--- config.mk ---
export PLATFORM = sky130hd
export DESIGN_NAME = dtc_top
export DESIGN_NICKNAME = d
export VERILOG_FILES = /design/src/dtc_pkg.sv /design/src/dtc_prescale.sv /design/src/dtc_unit.sv /design/src/dtc_top.sv
export SDC_FILE = /design/constraint.sdc
export NUM_CORES = 1
export LEC_CHECK = 0
export BUFFER_PORTS_ARGS = -buffer_cell sky130_fd_sc_hd__clkbuf_2
export CAP_MARGIN = 10
export CELL_PAD_IN_SITES_DETAIL_PLACEMENT = 2
export CELL_PAD_IN_SITES_GLOBAL_PLACEMENT = 2
export CORE_ASPECT_RATIO = 0.8
export CORE_MARGIN = 5
export CORE_UTILIZATION = 35
export DETAILED_ROUTE_END_ITERATION = 6
export GPL_ROUTABILITY_DRIVEN = 0
export HOLD_SLACK_MARGIN = 0.05
export PLACE_DENSITY = 0.95
export SKIP_LAST_GASP = 1
export SYNTH_ARGS = -nofsm -noshare
export SYNTH_HDL_FRONTEND = slang
export SYNTH_SLANG_ARGS = --single-unit
--- constraint.sdc ---
create_clock -name clk_i -period 5.7 [get_ports clk_i]
set_clock_uncertainty 0.2 [all_clocks]
set_input_delay 0.285 -clock clk_i [delete_from_list [all_inputs] [get_ports clk_i]]
set_output_delay 0.285 -clock clk_i [all_outputs]
set_load 0.1 [all_outputs]
--- src/dtc_pkg.sv ---
// Purpose: constants for the dual timer/counter block
// Assumes: 10 MHz system clock, classic Wishbone register access
// Notes: register layout and mode field positions live here
package dtc_pkg;
  // ----------------------------------------------------------------
  // register byte addresses
  // ----------------------------------------------------------------
  localparam logic [7:0] DTC_A_LOW_OFS = 8'h00;
  localparam logic [7:0] DTC_A_HIGH_OFS = 8'h04;
  localparam logic [7:0] DTC_B_LOW_OFS = 8'h08;
  localparam logic [7:0] DTC_B_HIGH_OFS = 8'h0C;
  localparam logic [7:0] DTC_MODE_OFS = 8'h10;
  localparam logic [7:0] DTC_RUN_OFS = 8'h14;
  localparam logic [7:0] DTC_STATUS_OFS = 8'h18;
  localparam logic [7:0] DTC_CLEAR_OFS = 8'h1C;
  localparam logic [7:0] DTC_ENABLE_OFS = 8'h20;
  localparam int DTC_ADDR_W = 8;
  // ----------------------------------------------------------------
  // per-timer mode nibble: [1:0] mode, [2] counter, [3] gate
  // mode 2 is 8-bit reload, mode 3 is 16-bit on the short divider,
  // anything else is 16-bit on the long divider
  // timer a nibble at bits 3:0, timer b at bits 7:4
  // ----------------------------------------------------------------
  localparam int DTC_MODE_LSB = 0;
  localparam int DTC_CNT_BIT = 2;
  localparam int DTC_GATE_BIT = 3;
  localparam int DTC_NIB_W = 4;
  localparam logic [1:0] DTC_MODE_FAST = 2'h3;
  localparam logic [7:0] DTC_MODE_RST = 8'h00;
  localparam logic [1:0] DTC_MODE_16 = 2'h1;
  localparam logic [1:0] DTC_MODE_RELOAD = 2'h2;
  localparam logic [7:0] DTC_BYTE_MAX = 8'hFF;
  // ----------------------------------------------------------------
  // timing
  // ----------------------------------------------------------------
  localparam int DTC_SLOW_DIV = 12;
  localparam int DTC_FAST_DIV = 4;
  localparam logic [3:0] DTC_SLOW_LAST = 4'(DTC_SLOW_DIV - 1);
  localparam logic [3:0] DTC_FAST_LAST = 4'(DTC_FAST_DIV - 1);
  localparam int DTC_TIMERS = 2;
endpackage

--- src/dtc_prescale.sv ---
// Purpose: clock-period divider producing a one-cycle tick
// Assumes: runs from the system clock only
// Notes: fast selects the short period
`timescale 1ns/10ps
`default_nettype none
module dtc_prescale
  import dtc_pkg::*;
(
  // clock and reset
  input wire logic clk_i,
  input wire logic rst_i,
  // control
  input wire logic fast_i,
  output logic tick_o
);
  logic [3:0] cnt_reg;
  logic [3:0] cnt_next;
  wire [3:0] last_w = fast_i ? DTC_FAST_LAST : DTC_SLOW_LAST;
  wire wrap_w = (cnt_reg >= last_w);
  assign cnt_next = wrap_w ? 4'h0 : cnt_reg + 4'h1;
  always_ff @(posedge clk_i) begin
    if (rst_i) begin
      cnt_reg <= 4'h0;
      tick_o <= 1'b0;
    end else begin
      cnt_reg <= cnt_next;
      tick_o <= wrap_w;
    end
  end
  // ----------------------------------------------------------------
  // checks
  // ----------------------------------------------------------------
  // helper state: cycles since the last tick, and whether the divider
  // choice moved since then (a moved choice makes one gap irregular)
  logic [3:0] gap_reg;
  logic fast_seen_reg;
  logic mixed_reg;
  logic ticked_reg;
  always_ff @(posedge clk_i) begin
    if (rst_i) begin
      gap_reg <= 4'h0;
      fast_seen_reg <= 1'b0;
      mixed_reg <= 1'b0;
      ticked_reg <= 1'b0;
    end else if (tick_o) begin
      gap_reg <= 4'h1;
      fast_seen_reg <= fast_i;
      mixed_reg <= 1'b0;
      ticked_reg <= 1'b1;
    end else begin
      gap_reg <= (gap_reg == 4'hF) ? gap_reg : gap_reg + 4'h1;
      mixed_reg <= mixed_reg | (fast_i != fast_seen_reg);
    end
  end
  chk_tick_slow_gap: assert property (@(posedge clk_i) disable iff (rst_i)
    (ticked_reg && !mixed_reg && !fast_seen_reg && (gap_reg <= 4'(DTC_SLOW_DIV)))
    |-> (tick_o == (gap_reg == 4'(DTC_SLOW_DIV))))
    else $error("slow tick spacing wrong");
  chk_tick_fast_gap: assert property (@(posedge clk_i) disable iff (rst_i)
    (ticked_reg && !mixed_reg && fast_seen_reg && (gap_reg <= 4'(DTC_FAST_DIV)))
    |-> (tick_o == (gap_reg == 4'(DTC_FAST_DIV))))
    else $error("fast tick spacing wrong");
endmodule
`default_nettype wire

--- src/dtc_unit.sv ---
// Purpose: one 16-bit timer/counter with byte load and auto-reload
// Assumes: inputs synchronous to clk_i; load has priority over counting
// Notes: overflow is a one-cycle pulse
`timescale 1ns/10ps
`default_nettype none
module dtc_unit
  import dtc_pkg::*;
(
  // clock and reset
  input wire logic clk_i,
  input wire logic rst_i,
  // configuration
  input wire logic [DTC_NIB_W-1:0] mode_i,
  input wire logic run_i,
  input wire logic tick_i,
  // pins
  input wire logic count_in_i,
  input wire logic gate_in_i,
  // software load
  input wire logic wr_low_i,
  input wire logic wr_high_i,
  input wire logic [7:0] wdata_i,
  // state
  output logic [7:0] low_o,
  output logic [7:0] high_o,
  output logic ovf_o
);
  logic samp_reg;
  logic prev_reg;
  wire [1:0] mode_w = mode_i[DTC_MODE_LSB +: 2];
  wire is_counter_w = mode_i[DTC_CNT_BIT];
  wire gated_w = mode_i[DTC_GATE_BIT];
  wire fall_w = prev_reg & ~samp_reg;
  wire open_w = run_i & (~gated_w | gate_in_i);
  wire step_w = open_w & (is_counter_w ? fall_w : tick_i);
  wire reload_w = (mode_w == DTC_MODE_RELOAD);
  wire low_full_w = (low_o == DTC_BYTE_MAX);
  wire all_full_w = low_full_w & (high_o == DTC_BYTE_MAX);
  wire wrap_w = step_w & (reload_w ? low_full_w : all_full_w);
  wire [15:0] inc_w = {high_o, low_o} + 16'h0001;
  always_ff @(posedge clk_i) begin
    if (rst_i) begin
      samp_reg <= 1'b0;
      prev_reg <= 1'b0;
    end else begin
      samp_reg <= count_in_i;
      prev_reg <= samp_reg;
    end
  end
  always_ff @(posedge clk_i) begin
    if (rst_i) begin
      low_o <= 8'h00;
      high_o <= 8'h00;
      ovf_o <= 1'b0;
    end else begin
      ovf_o <= wrap_w;
      if (wr_high_i) begin
        high_o <= wdata_i;
      end else if (step_w && !reload_w) begin
        high_o <= inc_w[15:8];
      end
      if (wr_low_i) begin
        low_o <= wdata_i;
      end else if (step_w && reload_w && low_full_w) begin
        low_o <= high_o;
      end else if (step_w) begin
        low_o <= inc_w[7:0];
      end
    end
  end
  chk_reload_value: assert property (@(posedge clk_i) disable iff (rst_i)
    (wrap_w && reload_w && !wr_low_i && !wr_high_i) |=> (low_o == $past(high_o)) && ovf_o)
    else $error("auto-reload value wrong");
  chk_fall_counts: assert property (@(posedge clk_i) disable iff (rst_i)
    (is_counter_w && open_w && fall_w && !reload_w && !wr_low_i && !wr_high_i)
    |=> {high_o, low_o} == $past(inc_w))
    else $error("falling edge not counted");
  chk_shut_gate: assert property (@(posedge clk_i) disable iff (rst_i)
    (gated_w && !gate_in_i && !wr_low_i && !wr_high_i) |=> $stable({high_o, low_o}))
    else $error("closed gate still counts");
  chk_edge_delay: assert property (@(posedge clk_i) disable iff (rst_i)
    ($past(count_in_i, 2) && !$past(count_in_i)) |-> fall_w)
    else $error("edge detect timing wrong");
endmodule
`default_nettype wire

--- src/dtc_top.sv ---
// Purpose: dual 16-bit timer/counter with Wishbone register access
// Assumes: classic Wishbone, 8-bit data in the low lane of 32 bits
// Notes: ack one cycle after request; irq is level
`timescale 1ns/10ps
`default_nettype none
module dtc_top
  import dtc_pkg::*;
(
  // clock and reset
  input wire logic clk_i,
  input wire logic rst_i,
  // wishbone slave
  input wire logic wb_cyc_i,
  input wire logic wb_stb_i,
  input wire logic wb_we_i,
  input wire logic [DTC_ADDR_W-1:0] wb_adr_i,
  input wire logic [3:0] wb_sel_i,
  input wire logic [31:0] wb_dat_i,
  output logic [31:0] wb_dat_o,
  output logic wb_ack_o,
  // count and gate pins
  input wire logic timer_a_count_input_i,
  input wire logic timer_b_count_input_i,
  input wire logic timer_a_gate_input_i,
  input wire logic timer_b_gate_input_i,
  // events
  output logic baud_tick_o,
  output logic irq_o
);
  // ----------------------------------------------------------------
  // registers
  // ----------------------------------------------------------------
  logic [7:0] timer_mode_select_reg;
  logic [1:0] run_reg;
  logic [1:0] status_reg;
  logic [1:0] enable_reg;
  logic [1:0] status_next;
  logic [7:0] timer_a_low_byte;
  logic [7:0] timer_a_high_byte;
  logic [7:0] timer_b_low_byte;
  logic [7:0] timer_b_high_byte;
  logic ovf_a;
  logic ovf_b;
  logic tick_a;
  logic tick_b;
  // ----------------------------------------------------------------
  // bus decode
  // ----------------------------------------------------------------
  wire req_w = wb_cyc_i & wb_stb_i & ~wb_ack_o;
  wire wr_w = req_w & wb_we_i & wb_sel_i[0];
  wire [7:0] wd_w = wb_dat_i[7:0];
  wire sel_al_w = (wb_adr_i == DTC_A_LOW_OFS);
  wire sel_ah_w = (wb_adr_i == DTC_A_HIGH_OFS);
  wire sel_bl_w = (wb_adr_i == DTC_B_LOW_OFS);
  wire sel_bh_w = (wb_adr_i == DTC_B_HIGH_OFS);
  wire sel_md_w = (wb_adr_i == DTC_MODE_OFS);
  wire sel_rn_w = (wb_adr_i == DTC_RUN_OFS);
  wire sel_st_w = (wb_adr_i == DTC_STATUS_OFS);
  wire sel_cl_w = (wb_adr_i == DTC_CLEAR_OFS);
  wire sel_en_w = (wb_adr_i == DTC_ENABLE_OFS);
  wire [3:0] nib_a_w = timer_mode_select_reg[DTC_NIB_W-1:0];
  wire [3:0] nib_b_w = timer_mode_select_reg[2*DTC_NIB_W-1:DTC_NIB_W];
  wire fast_a_w = (nib_a_w[DTC_MODE_LSB +: 2] == DTC_MODE_FAST);
  wire fast_b_w = (nib_b_w[DTC_MODE_LSB +: 2] == DTC_MODE_FAST);
  wire [1:0] clr_w = (wr_w && sel_cl_w) ? wd_w[1:0] : 2'h0;
  wire [7:0] rd_w =
    sel_al_w ? timer_a_low_byte :
    sel_ah_w ? timer_a_high_byte :
    sel_bl_w ? timer_b_low_byte :
    sel_bh_w ? timer_b_high_byte :
    sel_md_w ? timer_mode_select_reg :
    sel_rn_w ? {6'h00, run_reg} :
    sel_st_w ? {6'h00, status_reg} :
    sel_en_w ? {6'h00, enable_reg} : 8'h00;
  // set wins over clear
  assign status_next = (status_reg & ~clr_w) | {ovf_b, ovf_a};
  // ----------------------------------------------------------------
  // timers
  // ----------------------------------------------------------------
  dtc_prescale u_pre_a (
    .clk_i(clk_i),
    .rst_i(rst_i),
    .fast_i(fast_a_w),
    .tick_o(tick_a)
  );
  dtc_prescale u_pre_b (
    .clk_i(clk_i),
    .rst_i(rst_i),
    .fast_i(fast_b_w),
    .tick_o(tick_b)
  );
  // mode 3 picks the short divider; counter mode ignores the tick, so the
  // divider choice only matters while bit 2 selects timer operation
  dtc_unit u_timer_a (
    .clk_i(clk_i),
    .rst_i(rst_i),
    .mode_i(nib_a_w),
    .run_i(run_reg[0]),
    .tick_i(tick_a),
    .count_in_i(timer_a_count_input_i),
    .gate_in_i(timer_a_gate_input_i),
    .wr_low_i(wr_w & sel_al_w),
    .wr_high_i(wr_w & sel_ah_w),
    .wdata_i(wd_w),
    .low_o(timer_a_low_byte),
    .high_o(timer_a_high_byte),
    .ovf_o(ovf_a)
  );
  dtc_unit u_timer_b (
    .clk_i(clk_i),
    .rst_i(rst_i),
    .mode_i(nib_b_w),
    .run_i(run_reg[1]),
    .tick_i(tick_b),
    .count_in_i(timer_b_count_input_i),
    .gate_in_i(timer_b_gate_input_i),
    .wr_low_i(wr_w & sel_bl_w),
    .wr_high_i(wr_w & sel_bh_w),
    .wdata_i(wd_w),
    .low_o(timer_b_low_byte),
    .high_o(timer_b_high_byte),
    .ovf_o(ovf_b)
  );
  // ----------------------------------------------------------------
  // register state
  // ----------------------------------------------------------------
  always_ff @(posedge clk_i) begin
    if (rst_i) begin
      timer_mode_select_reg <= DTC_MODE_RST;
      run_reg <= 2'h0;
      enable_reg <= 2'h0;
      status_reg <= 2'h0;
    end else begin
      if (wr_w && sel_md_w) begin
        timer_mode_select_reg <= wd_w;
      end
      if (wr_w && sel_rn_w) begin
        run_reg <= wd_w[1:0];
      end
      if (wr_w && sel_en_w) begin
        enable_reg <= wd_w[1:0];
      end
      status_reg <= status_next;
    end
  end
  always_ff @(posedge clk_i) begin
    if (rst_i) begin
      wb_ack_o <= 1'b0;
      wb_dat_o <= 32'h0000_0000;
      irq_o <= 1'b0;
      baud_tick_o <= 1'b0;
    end else begin
      wb_ack_o <= req_w;
      wb_dat_o <= {24'h00_0000, rd_w};
      irq_o <= |(status_next & enable_reg);
      baud_tick_o <= ovf_b;
    end
  end
  // ----------------------------------------------------------------
  // checks
  // ----------------------------------------------------------------
  chk_ack_once: assert property (@(posedge clk_i) disable iff (rst_i)
    wb_ack_o |=> !wb_ack_o)
    else $error("ack held longer than one cycle");
  chk_ovf_sticky: assert property (@(posedge clk_i) disable iff (rst_i)
    ovf_a |=> status_reg[0])
    else $error("overflow flag not set");
  chk_flag_holds: assert property (@(posedge clk_i) disable iff (rst_i)
    (status_reg[0] && !clr_w[0]) |=> status_reg[0])
    else $error("overflow flag dropped without clear");
  chk_baud_follows: assert property (@(posedge clk_i) disable iff (rst_i)
    ovf_b |=> baud_tick_o)
    else $error("baud tick missing");
  chk_stop_holds: assert property (@(posedge clk_i) disable iff (rst_i)
    (!run_reg[0] && !(wr_w && (sel_al_w || sel_ah_w))) |=>
    $stable({timer_a_high_byte, timer_a_low_byte}))
    else $error("stopped timer moved");
endmodule
`default_nettype wire

==> out/qor.csv <==
stage,metric,value,unit
clocking,TritonCTS Buffers,9,
yosys,"area leader, netlist",dfxtp_1,
yosys,post-synthesis xor/xnor area fraction,4.81,%
yosys,Seq cells post-synth,73,
global_route,largest net degree at the start of global routing,37,
hold_path,Worst Hold Launch,wb_dat_i[2],
floorplan,Ports,88,
yosys,warning count from the yosys run,0,
power,pwr dens,273,nW/um2
setup_path,Startpoint Class,flip-flop,
drt,Vias/cell,5.94,
setup_path,worst reg2reg startpoint,u_timer_a.low_o[0],
yosys,post-synthesis compound-gate area fraction,20.6,%
setup_path,R2R setup slack,2.93,ns
yosys,Post-synth top cells,"73 x dfxtp_1, 51 x nor2_1, 47 x nand2_1",
clocking,CTS Sinks,73,
timing,Setup TNS Final,0,ns
timing,Tightest Pin Transition,0.807,ns
timing,WHS,0.115,ns
yosys,sequential share of the synthesized area,33.4,%
setup_path,slowest CP cell,nor3_4,
yosys,main combinational cell family by area after synthesis,simple AND/OR/NAND/NOR gates,
clocking,buffer depth of the longest clock path,2,
final_layout,footprint of the multi-input gates,2660,um2
yosys,Yosys top cell area share,33.4,%
hold_path,class of the worst hold path,primary input to flip-flop,
drt,DR WL/cell,25.1,um
yosys,Simple-Gate Fraction of Synth Area,27.2,%
setup_path,Worst Setup End Kind,flip-flop,
yosys,Post-synth ARST share,0,%
setup_path,CP top delay family,simple AND/OR/NAND/NOR gates,
drt,final antenna-violating net count,0,
drt,vias,4308,
clocking,clk_lat worst skew,0.35,ns
floorplan,Initial Util,35.8,%
drt,DR pass1 iterations,5,
timing,Final Max Tran Viols,0,
yosys,top-count cell post-synth,dfxtp_1,
setup_path,critical path class,flip-flop to flip-flop,
final_layout,fillers,1365,
setup_path,Worst EP required,5.77,ns
floorplan,core region area,12200,um2
timing,RSZ-0062 raised after global routing,no,
setup_path,WP data arrival,2.84,ns
placed_design,I/O Buffers,36,
final_layout,Syn-to-layout area delta,13.4,%
yosys,predominant post-synthesis flop cell,dfxtp_1,
final_layout,number of nets in the layout,608,
timing,Fin. Hold Viols,0,
clocking,clock-pin slew on the worst setup and hold paths,0.07,ns
status,status,"finished, final reports clean",
final_layout,Ant. Diodes,0,
setup_path,CP Cell Sequence,ha_1 > nand4_2 > nor3_4 > a2111oi_0 > or3_1 > a21oi_1,
setup_path,Worst setup startpoint,u_timer_a.low_o[0],
timing,final setup violation count,0,
yosys,synth unique cells,70,
drt,Iteration-0 DRC Markers,267,
global_route,initial antenna violation count,0,
final_layout,share of cells above drive strength 1,16.1,%
yosys,Post-synth EDFFs,0,
floorplan,die height,110,um
timing,Highest Clock Rate,361,MHz
global_route,gr ovfl total,0,
placed_design,dpl hpwl,12400,um
yosys,synthesized instance count,522,
clocking,H-tree levels,3,
global_route,global-route wire length before repair,28200,um
floorplan,Rows,36,
yosys,Post-Synth Adder-Cell Area,1.72,%
clocking,post-cts sizing count,0,
setup_path,highest fanout seen on the critical path,10,
run,Max-cap violations,0,
timing,shortest period the worst path allows,2.77,ns
global_route,GRT Total Usage,25.1,%
floorplan,width of the die,135,um
drt,DRC,0,
clocking,Root Buffer,clkbuf_16,
yosys,synthesized area,4370,um2
timing,final worst path period share,48.6,%
yosys,Avg Inst Size Synth,8.38,um2
setup_path,CP max stage delay,0.56,ns
global_route,vias in the first global route,4787,
timing,max_slew headroom,45.7,%
yosys,multiplexer area fraction after synthesis,4.29,%
power,worst vdd ir,0.156,mV
power,leakage,1.83,nW
clocking,CTS tree,yes,
yosys,cells taking the most area after synthesis,"dfxtp_1 33%, nor2_1 4.4%, buf_4 4.1%",
final_layout,FF/Latch Area,1460,um2
setup_path,Worst Path Buf+Inv,0,
floorplan,die area,14800,um2
drt,final WL,18200,um
==> cells in the final DEF, fill, tap and decap left out, types with 8 or more instances in the layout <==
cell type  instances
a211oi_1          18
a211oi_2           8
a21oi_1           28
a31oi_1            8
clkbuf_16          9
clkbuf_2          36
conb_1            24
dfxtp_1           73
inv_1             11
mux2i_1           12
nand2_1           47
nand2b_1           8
nand3_1           24
nand4_1           10
nor2_1            51
nor2b_1           12
nor3_1             9
o21ai_0           11
xnor2_1           12
xor2_1            12
==> routing by layer <==
layer / GRT usage (%) / vias up / part of all wire, %
met4: 9.64 / 0 / 2.5
met2: 43.6 / 157 / 49
met5: 0 / - / 0
met3: 6.49 / 34 / 5.6
li1: - / 1908 / -
met1: 30.2 / 2209 / 42
==> area by class of cell <==
cell class / instances / area share, %
Sequential cell: 73 / 29.5
Timing Repair Buffer: 42 / 4.64
Multi-Input combinational cell: 411 / 53.5
Tap cell: 171 / 4.31
Clock inverter: 6 / 2.32
Clock buffer: 10 / 4.82
Inverter: 12 / 0.908
==> per-stage QoR <==
step           utilization [%]  std cells  cell area, um2  worst slack, ns  power (mW)
2_1_floorplan                -        545            4460             3.47       0.653
5_1_grt                   40.6        725            4960             2.83        1.38
4_1_cts                   40.6        724            4950             3.03        1.35
3_3_place_gp              37.5        706            4580             2.96       0.667
6_report                  40.6        725            4960             2.93        1.35
3_5_place_dp              37.5        706            4580             2.84       0.673
==> where the power goes <==
group	total (mW)	internal (mW)	switching, mW
Clock	0.686	0.441	0.245
Sequential	0.520	0.516	0.00455
Combinational	0.147	0.0227	0.124
==> cells by family (layout without fill, tap and decap cells) <==
kind of cell	count (synthesis)	after routing
AO/OA/AOI/OAI	124	124
XOR/XNOR	24	24
adder cells (fa/ha/maj)	6	6
buffers and inverters	61	70
flip-flops	73	73
multiplexers	18	18
other	1	24
AND/OR/NAND/NOR	215	215
==> tightest hold or removal path, stage by stage <==
cell      delay [ns]
clkbuf_2        0.16
nand2_1         0.10
a21oi_1         0.07
==> path summary, 6_finish.rpt <==
kind | end | cells after the start
hold reg to reg | u_timer_a.prev_reg | 1
setup reg to reg | u_timer_a.low_o[6] | 6
setup / recovery | u_timer_a.low_o[6] | 6
hold / removal | u_timer_b.low_o[2] | 3
==> timing repair <==
action	in CTS	in global routing
setup buffers	0	0
hold buffers	2	0
hold endpoints to repair	2	0
Power figures use the tool's default switching activity.
